<file path="src/design/pwr_seq_defines.vh">
`ifndef PWR_SEQ_DEFINES_VH
`define PWR_SEQ_DEFINES_VH

// Power states
`define ST_POR      3'h0
`define ST_RESET    3'h1
`define ST_RUN      3'h2
`define ST_IDLE     3'h3
`define ST_OFF      3'h4
`define ST_WAKE     3'h5

// Reset cause codes
`define CAUSE_NONE  3'h0
`define CAUSE_POR   3'h1
`define CAUSE_PIN   3'h2
`define CAUSE_BOD   3'h3
`define CAUSE_WAKE  3'h4
`define CAUSE_SOFT  3'h5
`define CAUSE_WDT   3'h6

// Idle sub-mode select
`define IDLE_LOWPWR 1'b0
`define IDLE_CONST  1'b1
`define IDLE_RESET  `IDLE_LOWPWR

// Wake source bit positions
`define WK_PIN      0
`define WK_SENSOR   1
`define WK_NFC      2
`define WK_VBUS     3
`define WK_N        4

// Timing
`define RST_HOLD_NS     400
`define CLK_PERIOD_NS   40
`define RST_HOLD_CYC    ((`RST_HOLD_NS + `CLK_PERIOD_NS - 1) / `CLK_PERIOD_NS)
`define CONST_WAKE_CYC  2'h2

`endif

</file>
<file path="src/design/power_mode_reset_sequencer.v">
// What this block does
// - Deep-off state halts everything; only external wake events or loss of supply leave it
// - Every exit from deep-off goes through a full reboot
// - Retention flags keep marked registers through deep-off and reboot
// - Wake on module reset, sensor rising event, or VBUS appearing
// - NFC field detection also wakes from deep-off
// - On state offers run or idle per software choice
// - Only one idle sub-mode, constant-latency or low-power, at a time
// - Constant-latency mode wakes the CPU after a fixed latency
// - Low-power sub-mode selected after reset; CPU wakes on the first run cycle, no latency count
// - After any reset, idle sub-mode returns to its stored default; the retention mask clears only on power-on reset
// - Low level on active-low reset pin forces hardware reset
// - Supply rising above power-on threshold causes power-on reset
// - Supply falling below brownout threshold causes reset
// - Waking from deep-off generates a reset
// - Software reset request produces a soft reset
// - Watchdog expiry produces a reset
`timescale 1ns/1ps
`include "pwr_seq_defines.vh"

module power_mode_reset_sequencer #(
   parameter HOLD_CYC = `RST_HOLD_CYC,
   parameter RET_W = 8
) (
   input wire ref_clk,
   input wire rst,
   input wire reset_pin_n,
   input wire por_ok,
   input wire brownout,
   input wire sensor_evt,
   input wire nfc_field,
   input wire vbus_present,
   input wire soft_reset_req,
   input wire wdt_expired,
   input wire off_req,
   input wire idle_req,
   input wire wake_irq,
   input wire cfg_write,
   input wire cfg_const_lat,
   input wire [RET_W-1:0] ret_mask_in,
   input wire [RET_W-1:0] ret_data_in,
   input wire ret_write,
   output wire sys_reset,
   output reg [2:0] power_state,
   output reg cpu_clk_en,
   output reg idle_const_lat,
   output reg [2:0] reset_cause,
   output reg [RET_W-1:0] ret_data,
   output reg wake_done
);
   localparam CW = 16;

   // Pins pass the two-stage synchroniser
   wire [`WK_N-1:0] wk_raw;
   wire [`WK_N-1:0] wk_lvl;
   wire [`WK_N-1:0] wk_rise;
   wire [2:0] ext_raw;
   reg [2:0] ext_s1_reg;
   reg [2:0] ext_s2_reg;

   assign wk_raw[`WK_PIN] = ~reset_pin_n;
   assign wk_raw[`WK_SENSOR] = sensor_evt;
   assign wk_raw[`WK_NFC] = nfc_field;
   assign wk_raw[`WK_VBUS] = vbus_present;
   assign ext_raw = {wdt_expired, brownout, por_ok};

   wake_sync #(
      .W(`WK_N)
   ) u_sync (
      .ref_clk(ref_clk),
      .rst(rst),
      .async_in(wk_raw),
      .level(wk_lvl),
      .rise(wk_rise)
   );

   always @(posedge ref_clk) begin
      if (rst) begin
         ext_s1_reg <= 3'h0;
         ext_s2_reg <= 3'h0;
      end else begin
         ext_s1_reg <= ext_raw;
         ext_s2_reg <= ext_s1_reg;
      end
   end

   wire por_ok_s = ext_s2_reg[0];
   wire bod_s = ext_s2_reg[1];
   wire wdt_s = ext_s2_reg[2];
   wire pin_low = wk_lvl[`WK_PIN];

   // Any external wake source; sensor flags on rising level only
   wire wake_any = wk_lvl[`WK_PIN] | wk_rise[`WK_SENSOR]
                   | wk_rise[`WK_NFC]
                   | wk_rise[`WK_VBUS];

   function [CW-1:0] clip_cnt;
      input integer v;
      begin
         clip_cnt = (v < 1) ? 16'h0001 : v[CW-1:0];
      end
   endfunction

   reg [2:0] state_reg;
   reg [2:0] state_next;
   reg [CW-1:0] cnt_reg;
   reg [CW-1:0] cnt_next;
   reg [2:0] cause_next;
   reg [1:0] lat_reg;
   reg idle_mode_reg;
   reg [RET_W-1:0] ret_mask_reg;

   wire hold_reset = (state_reg == `ST_POR) || (state_reg == `ST_RESET)
                     || (state_reg == `ST_WAKE);
   assign sys_reset = hold_reset;

   // Reset source priority, power-related first
   always @* begin
      cause_next = `CAUSE_NONE;
      if (!por_ok_s)
         cause_next = `CAUSE_POR;
      else if (bod_s)
         cause_next = `CAUSE_BOD;
      else if (pin_low)
         cause_next = `CAUSE_PIN;
      else if (wdt_s)
         cause_next = `CAUSE_WDT;
      else if (soft_reset_req)
         cause_next = `CAUSE_SOFT;
   end

   always @* begin
      state_next = state_reg;
      cnt_next = cnt_reg;
      case (state_reg)
         `ST_POR: begin
            // Held until supply is good, then one full hold period
            if (!por_ok_s) begin
               cnt_next = clip_cnt(HOLD_CYC);
            end else if (cnt_reg > 16'h0001) begin
               cnt_next = cnt_reg - 16'h0001;
            end else begin
               state_next = `ST_RUN;
            end
         end
         `ST_RESET, `ST_WAKE: begin
            // A pin still low after waking keeps the wake reset going
            if (cause_next != `CAUSE_NONE) begin
               cnt_next = clip_cnt(HOLD_CYC);
               if (cause_next == `CAUSE_POR)
                  state_next = `ST_POR;
               else if (state_reg == `ST_WAKE)
                  state_next = `ST_WAKE;
               else
                  state_next = `ST_RESET;
            end else if (cnt_reg > 16'h0001) begin
               cnt_next = cnt_reg - 16'h0001;
            end else begin
               state_next = `ST_RUN;
            end
         end
         `ST_RUN, `ST_IDLE: begin
            if (cause_next != `CAUSE_NONE) begin
               cnt_next = clip_cnt(HOLD_CYC);
               state_next = (cause_next == `CAUSE_POR) ? `ST_POR : `ST_RESET;
            end else if (off_req) begin
               state_next = `ST_OFF;
            end else if (state_reg == `ST_RUN) begin
               if (idle_req)
                  state_next = `ST_IDLE;
            end else if (wake_irq || !idle_req) begin
               state_next = `ST_RUN;
            end
         end
         `ST_OFF: begin
            // Only external events leave, and always through a reboot
            if (!por_ok_s) begin
               cnt_next = clip_cnt(HOLD_CYC);
               state_next = `ST_POR;
            end else if (wake_any) begin
               cnt_next = clip_cnt(HOLD_CYC);
               state_next = `ST_WAKE;
            end
         end
         default: begin
            state_next = `ST_POR;
            cnt_next = clip_cnt(HOLD_CYC);
         end
      endcase
   end

   always @(posedge ref_clk) begin
      if (rst) begin
         state_reg <= `ST_POR;
         cnt_reg <= 16'h0001;
      end else begin
         state_reg <= state_next;
         cnt_reg <= cnt_next;
      end
   end

   // Cause latch: WAKE on a deep-off wake, else updated while a source is active outside off and wake; held through run
   always @(posedge ref_clk) begin
      if (rst) begin
         reset_cause <= `CAUSE_POR;
      end else if (state_reg == `ST_OFF && state_next == `ST_WAKE) begin
         reset_cause <= `CAUSE_WAKE;
      end else if (cause_next != `CAUSE_NONE &&
                   state_reg != `ST_OFF && state_reg != `ST_WAKE) begin
         reset_cause <= cause_next;
      end
   end

   // Idle sub-mode: one bit, so exactly one mode is ever active
   always @(posedge ref_clk) begin
      if (rst || hold_reset) begin
         idle_mode_reg <= `IDLE_RESET;
      end else if (cfg_write) begin
         idle_mode_reg <= cfg_const_lat;
      end
   end

   // Wake latency from idle: fixed in constant-latency mode
   always @(posedge ref_clk) begin
      if (rst || hold_reset) begin
         lat_reg <= 2'h0;
         cpu_clk_en <= 1'b0;
         wake_done <= 1'b0;
      end else begin
         wake_done <= 1'b0;
         if (state_reg == `ST_IDLE) begin
            cpu_clk_en <= (idle_mode_reg == `IDLE_CONST) ? 1'b0 : 1'b0;
            lat_reg <= (idle_mode_reg == `IDLE_CONST) ?
                       `CONST_WAKE_CYC : 2'h0;
         end else if (state_reg == `ST_RUN) begin
            if (lat_reg != 2'h0) begin
               lat_reg <= lat_reg - 2'h1;
               if (lat_reg == 2'h1) begin
                  cpu_clk_en <= 1'b1;
                  wake_done <= 1'b1;
               end
            end else if (!cpu_clk_en) begin
               // Low-power path: wake as soon as possible
               cpu_clk_en <= 1'b1;
               wake_done <= 1'b1;
            end
         end else begin
            cpu_clk_en <= 1'b0;
         end
      end
   end

   // Retained registers survive deep-off and reboot; others clear
   always @(posedge ref_clk) begin
      if (rst) begin
         ret_mask_reg <= {RET_W{1'b0}};
         ret_data <= {RET_W{1'b0}};
      end else if (state_reg == `ST_POR) begin
         ret_mask_reg <= {RET_W{1'b0}};
         ret_data <= {RET_W{1'b0}};
      end else if (hold_reset) begin
         ret_data <= ret_data & ret_mask_reg;
      end else begin
         if (cfg_write)
            ret_mask_reg <= ret_mask_in;
         if (ret_write)
            ret_data <= ret_data_in;
      end
   end

   always @(posedge ref_clk) begin
      if (rst) begin
         power_state <= `ST_POR;
         idle_const_lat <= `IDLE_RESET;
      end else begin
         power_state <= state_reg;
         idle_const_lat <= idle_mode_reg;
      end
   end
endmodule

</file>
<file path="src/design/wake_sync.v">
`timescale 1ns/1ps
`include "pwr_seq_defines.vh"

// Two-stage synchroniser plus rising-edge detect per bit
module wake_sync #(
   parameter W = 4
) (
   input wire ref_clk,
   input wire rst,
   input wire [W-1:0] async_in,
   output wire [W-1:0] level,
   output wire [W-1:0] rise
);
   reg [W-1:0] s1_reg;
   reg [W-1:0] s2_reg;
   reg [W-1:0] s3_reg;

   always @(posedge ref_clk) begin
      if (rst) begin
         s1_reg <= {W{1'b0}};
         s2_reg <= {W{1'b0}};
         s3_reg <= {W{1'b0}};
      end else begin
         s1_reg <= async_in;
         s2_reg <= s1_reg;
         s3_reg <= s2_reg;
      end
   end

   assign level = s2_reg;
   assign rise = s2_reg & ~s3_reg;
endmodule

</file>
<file path="config.mk">
export PLATFORM = sky130hd
export DESIGN_NAME = power_mode_reset_sequencer
export DESIGN_NICKNAME = d
export VERILOG_FILES = /design/src/design/power_mode_reset_sequencer.v /design/src/design/wake_sync.v
export VERILOG_INCLUDE_DIRS = /design/src /design/src/design
export SDC_FILE = /design/constraint.sdc
export NUM_CORES = 1
export LEC_CHECK = 0
export ABC_AREA = 0
export BUFFER_PORTS_ARGS = -buffer_cell sky130_fd_sc_hd__buf_2
export CORE_MARGIN = 1
export CORE_UTILIZATION = 62
export CTS_BUF_LIST = sky130_fd_sc_hd__clkbuf_2 sky130_fd_sc_hd__clkbuf_4 sky130_fd_sc_hd__clkbuf_8
export DETAILED_ROUTE_END_ITERATION = 7
export HOLD_SLACK_MARGIN = 0.15
export PLACE_DENSITY = 0.87
export SETUP_SLACK_MARGIN = 0.15
export SKIP_LAST_GASP = 1
export SYNTH_ARGS = -nofsm -noshare
export SYNTH_HDL_FRONTEND = slang
export SYNTH_SLANG_ARGS = --single-unit
</file>
<file path="constraint.sdc">
create_clock -name ref_clk -period 4.4 [get_ports ref_clk]
set_input_delay 0.66 -clock ref_clk [delete_from_list [all_inputs] [get_ports ref_clk]]
set_output_delay 0.66 -clock ref_clk [all_outputs]
set_load 0.01 [all_outputs]
</file>
After elaboration in Yosys (flattened, before gate mapping)
Index checks and enable logic that the tools add are counted.
{"block": "word_totals", "mem_count": 0, "word_cells": 104, "latchBits": 0, "input_bits": 32, "output_inout_bits": 18, "regBits": 65, "ram_bits": 0, "rom_bits": 0}
{"block": "op_classes", "div_mod_pow": 0, "n_bitwise": 9, "n_lt_le_gt_ge": 1, "muxes": 39, "reduce_logical": 23, "add_sub_neg": 2, "multipliers": 0, "shifts": 0, "n_eq_ne": 13}
{"op": "$mux 16", "n": 6}
{"op": "$pmux 16 s4", "n": 1}
{"op": "$mux 3", "n": 19}
{"op": "$gt 16x1->1 const B", "n": 1}
{"op": "$mux 8", "n": 2}
{"op": "$sub 16x1->16 const B", "n": 1}
{"op": "$pmux 3 s4", "n": 1}
{"op": "$reduce_bool 2->1", "n": 5}
{"op": "$eq 3x3->1 const B", "n": 3}
{"op": "$ne 3x3->1 const B", "n": 3}
{"op": "$and 8x8->8", "n": 1}
{"op": "$mux 2", "n": 4}
{"op": "$reduce_or 2->1", "n": 4}
{"op": "$eq 3x1->1 const B", "n": 2}
{"op": "$eq 3x2->1 const B", "n": 2}
{"op": "$mux 1", "n": 6}
{"op": "$reduce_and 2->1", "n": 3}
{"op": "$and 4x4->4", "n": 1}
{"op": "$logic_or 1x1->1", "n": 4}
{"op": "$not 4->4", "n": 1}
{"op": "$logic_and 1x1->1", "n": 3}
{"op": "$logic_not 3->1", "n": 1}
{"op": "$not 1->1", "n": 3}
{"op": "$or 1x1->1", "n": 3}
{"op": "other kinds (7)", "n": 7}

Depth between registers and ports, before layout
{"block": "logic_depth", "depth_word": 12, "depth_mapped": 8, "mapped_depth_nobuf": 7}

Hierarchy
A second synthesis with hierarchy kept.
{"block": "unflattened", "cells_unflattened": 298, "area_unflattened_um2": 2761.4}
{"module": "power_mode_reset_sequencer", "cells_per_inst": 269, "n_inst": 1, "seq_area_each_um2": 1061.0, "area_each_um2": 2369.8}
{"module": "wake_sync", "cells_per_inst": 29, "n_inst": 1, "seq_area_each_um2": 240.2, "area_each_um2": 391.6}

Worst setup path after synthesis
OpenSTA, ideal clock, no wires.
{"block": "synth_path", "kind": "register to register", "from": "register cnt_reg[8]", "to": "register cnt_reg[15]", "period_less_slack_ns": 2.303, "setup_ns": 0.070, "slack_ns": 2.097, "t_required_ns": 4.330, "n_path_buf": 0, "path_stages_with_launch": 6, "t_arrival_ns": 2.233, "cell_sequence": "dfxtp_1 > or4_4 > or3_4 > or4_4 > or4_1 > a21oi_1"}
{"block": "synth_via", "elab_chain_len": 4, "elab_cells_between_ends": 6, "classes_between": "1 x add/sub; 1 x order compare; 4 x mux"}
{"element": "from (decl)", "line": "power_mode_reset_sequencer.v:106", "text": "reg [CW-1:0] cnt_reg;"}
{"element": "from (signal assigned)", "line": "power_mode_reset_sequencer.v:198", "text": "cnt_reg <= cnt_next;"}
{"element": "$sub 16x1->16 or $gt 16x1->1 (tied branches)"}
{"element": "$mux 16 *", "line": "power_mode_reset_sequencer.v:140, power_mode_reset_sequencer.v:156"}
{"element": "$mux 16 (on tied branches)", "line": "power_mode_reset_sequencer.v:148, power_mode_reset_sequencer.v:138"}
{"element": "$pmux 16 s4 *", "line": "power_mode_reset_sequencer.v:135", "text": "case (state_reg)"}
Every way passes the cells marked *; elsewhere a longest branch is shown, timed or not.
A chain may end at the register's enable or synchronous reset.

Worst setup path after layout
{"block": "layout_path", "from": "register cnt_reg[8]", "to": "register cnt_reg[12]"}
The elaborated chain is that of the path after synthesis.

==> metrics <==
pin count of the biggest net entering global routing=35; Yosys warnings=0; # DRC=0; RSZ-0062 raised after global routing=no; Switching Fraction=20.9%; commonest non-fill, non-tap cell in the layout=dfxtp_1; Place WS=2010 ps; Final Critical Period=2390 ps; Hold Fails Final Rpt=0; critical path capture point type=flip-flop; Most used DFF post-synth=dfxtp_1; GRT overflow=0; synthesized area=0.00277 mm^2; n_diodes=0; critical path type=reg -> reg; Tcrit/Tclk final=54.4%; dpl hpwl=4060 um; Routed WL=5910 um; Lkg Pwr=1.44 nW; H-tree Lvls=3; initial core utilization=66.8%; P_sw=0.000266 W; hold_buf cts=0; first-pass GRT wire length=9600 um; max-cap check violation count=0; syn_area_per_cell=9.14 um^2; initial antenna violation count=0; post-route ant nets=0; outcome=finished clean; num rows=23; global placer's final weighted congestion=0.876; Power Density=390 mW/mm^2; I/O Buffers=49; Max IR drop VDD=0.288 mV; clock latency on the worst-skew pair=340 ps; Worst Tran Pin Value=665 ps; syn nets=339; Cells after Synth=303; Worst Path Max Fanout=16; EDFF count, synth=0; Hold Crit Class=reg -> reg; Layout Skew=6.77 ps; Yosys cell types=51; commonest cells after routing, fill and taps aside=64 x dfxtp_1, 49 x buf_2, 34 x nor2_1; CTS tree=yes; core box area=0.00414 mm^2; Overall Global Routing Usage=27.8%; WP data arrival=2610 ps; Die ar.=0.00474 mm^2; CTS sink count=64; Avg WL per Cell=14.6 um; DIE WIDTH=68.8 um; Seq pwr share=47.0%; initial DRC count=134; combinational power share=6.2%; final setup vio count=0; clk slew on worst S/H paths=70 ps; chip height=68.8 um; Power Internal=0.00100 W; CTS root buffer=clkbuf_8; Area Growth Syn to Fin=17.4%; routed vias=2390; CP Launch Type=flip-flop; r2r setup slk=2010 ps; TNS Setup=0 ps; drt pass-1 iters=5; Clk network pwr share=46.8%; Max clock buf depth=2; fin nets=385; Largest register FFs=16; I/O pin cnt=50; vias in the first global route=2168; sequential area share after synthesis=46.3%; Max Slew Vio Count=0; Slew HR=55.7%; via density per instance=5.92; FMAX=0.418 GHz; Async SR Flop Fraction=0%; total CTS buffers=9; post-CTS setup buffer count=0; fraction of layout cells with a size suffix above 1=24.3%; Post-CTS Resized=0; required time of the worst setup path=4610 ps; setup ws final=2010 ps; Yosys reg bits=64
-- critical path, cell delays in order, from the launching register on --
cell and delay, ps:
dfxtp_1 340, or4_4 560, or2b_2 320, nor2_1 520, buf_4 320, or4_2 150, a211oi_1 60
-- Yosys cell counts (all sizes together), types with 8 or more instances --
library cell  instances  area (um^2)
a21o                 11         83.8
a21oi                24          120
a22oi                 8         60.1
clkbuf               14         72.6
dfxtp                64         1280
inv                  14         52.6
mux2i                10          100
nand2                13         51.3
nor2                 34          128
nor2b                24          150
nor4                  8         65.1
o31ai                10         75.1
or4                  17          140
-- kinds of logic (layout without fill, tap and decap cells) --
group	count (synthesis)	in the layout	share of synthesized area [%]
simple gates	117	117	24.4
compound gates	76	76	18.5
flops	64	64	46.3
buf+inv	31	82	5.06
mux	11	11	4.02
fa+ha+maj	4	4	1.81
-- per-layer routing --
| layer | global-route usage (%) | part of all wire [%] |
|---|---|---|
| met4 | 12.2 | 1.8 |
| met2 | 46.9 | 50 |
| met5 | 0 | 0 |
| met1 | 33.7 | 44 |
| met3 | 6.09 | 4.2 |
-- power groups by stage --
stage | combinational, W | clock, W | sequential (W)
2_1_floorplan | 0.0000533 | 0 | 0.000607
3_3_place_gp | 0.0000743 | 0 | 0.000609
3_5_place_dp | 0.0000779 | 0 | 0.000610
4_1_cts | 0.0000780 | 0.000599 | 0.000597
5_1_grt | 0.0000872 | 0.000622 | 0.000597
6_report | 0.0000784 | 0.000594 | 0.000597
-- worst paths after layout --
kind | startpoint | end | cells after the start
worst min register to register | u_sync.s1_reg[0] | u_sync.level[0] | 1
worst max register to register | cnt_reg[8] | cnt_reg[12] | 6
worst min-delay path | u_sync.s1_reg[0] | u_sync.level[0] | 1
worst max-delay path | cnt_reg[8] | cnt_reg[12] | 6
-- stage by stage --
stage	cell area, um^2	util, %	cells	hold WS (ps)	power [W]
6_report	3250	78.5	404	439	0.00127
5_1_grt	3250	78.5	404	461	0.00131
4_1_cts	3250	78.5	404	444	0.00127
3_5_place_dp	3010	72.7	388	428	0.000688
3_3_place_gp	3010	72.7	388	417	0.000683
2_1_floorplan	2770	-	303	414	0.000661
-- final cells by class --
class	instances	area, um^2
multi-input combinational	208	1350
sequential	64	1280
fill	295	892
timing repair buffer	52	268
clock buffer	14	180
tap	50	62.6
clock inverter	2	60.1
inverter	14	52.6
Power figures use the tool's default switching activity.
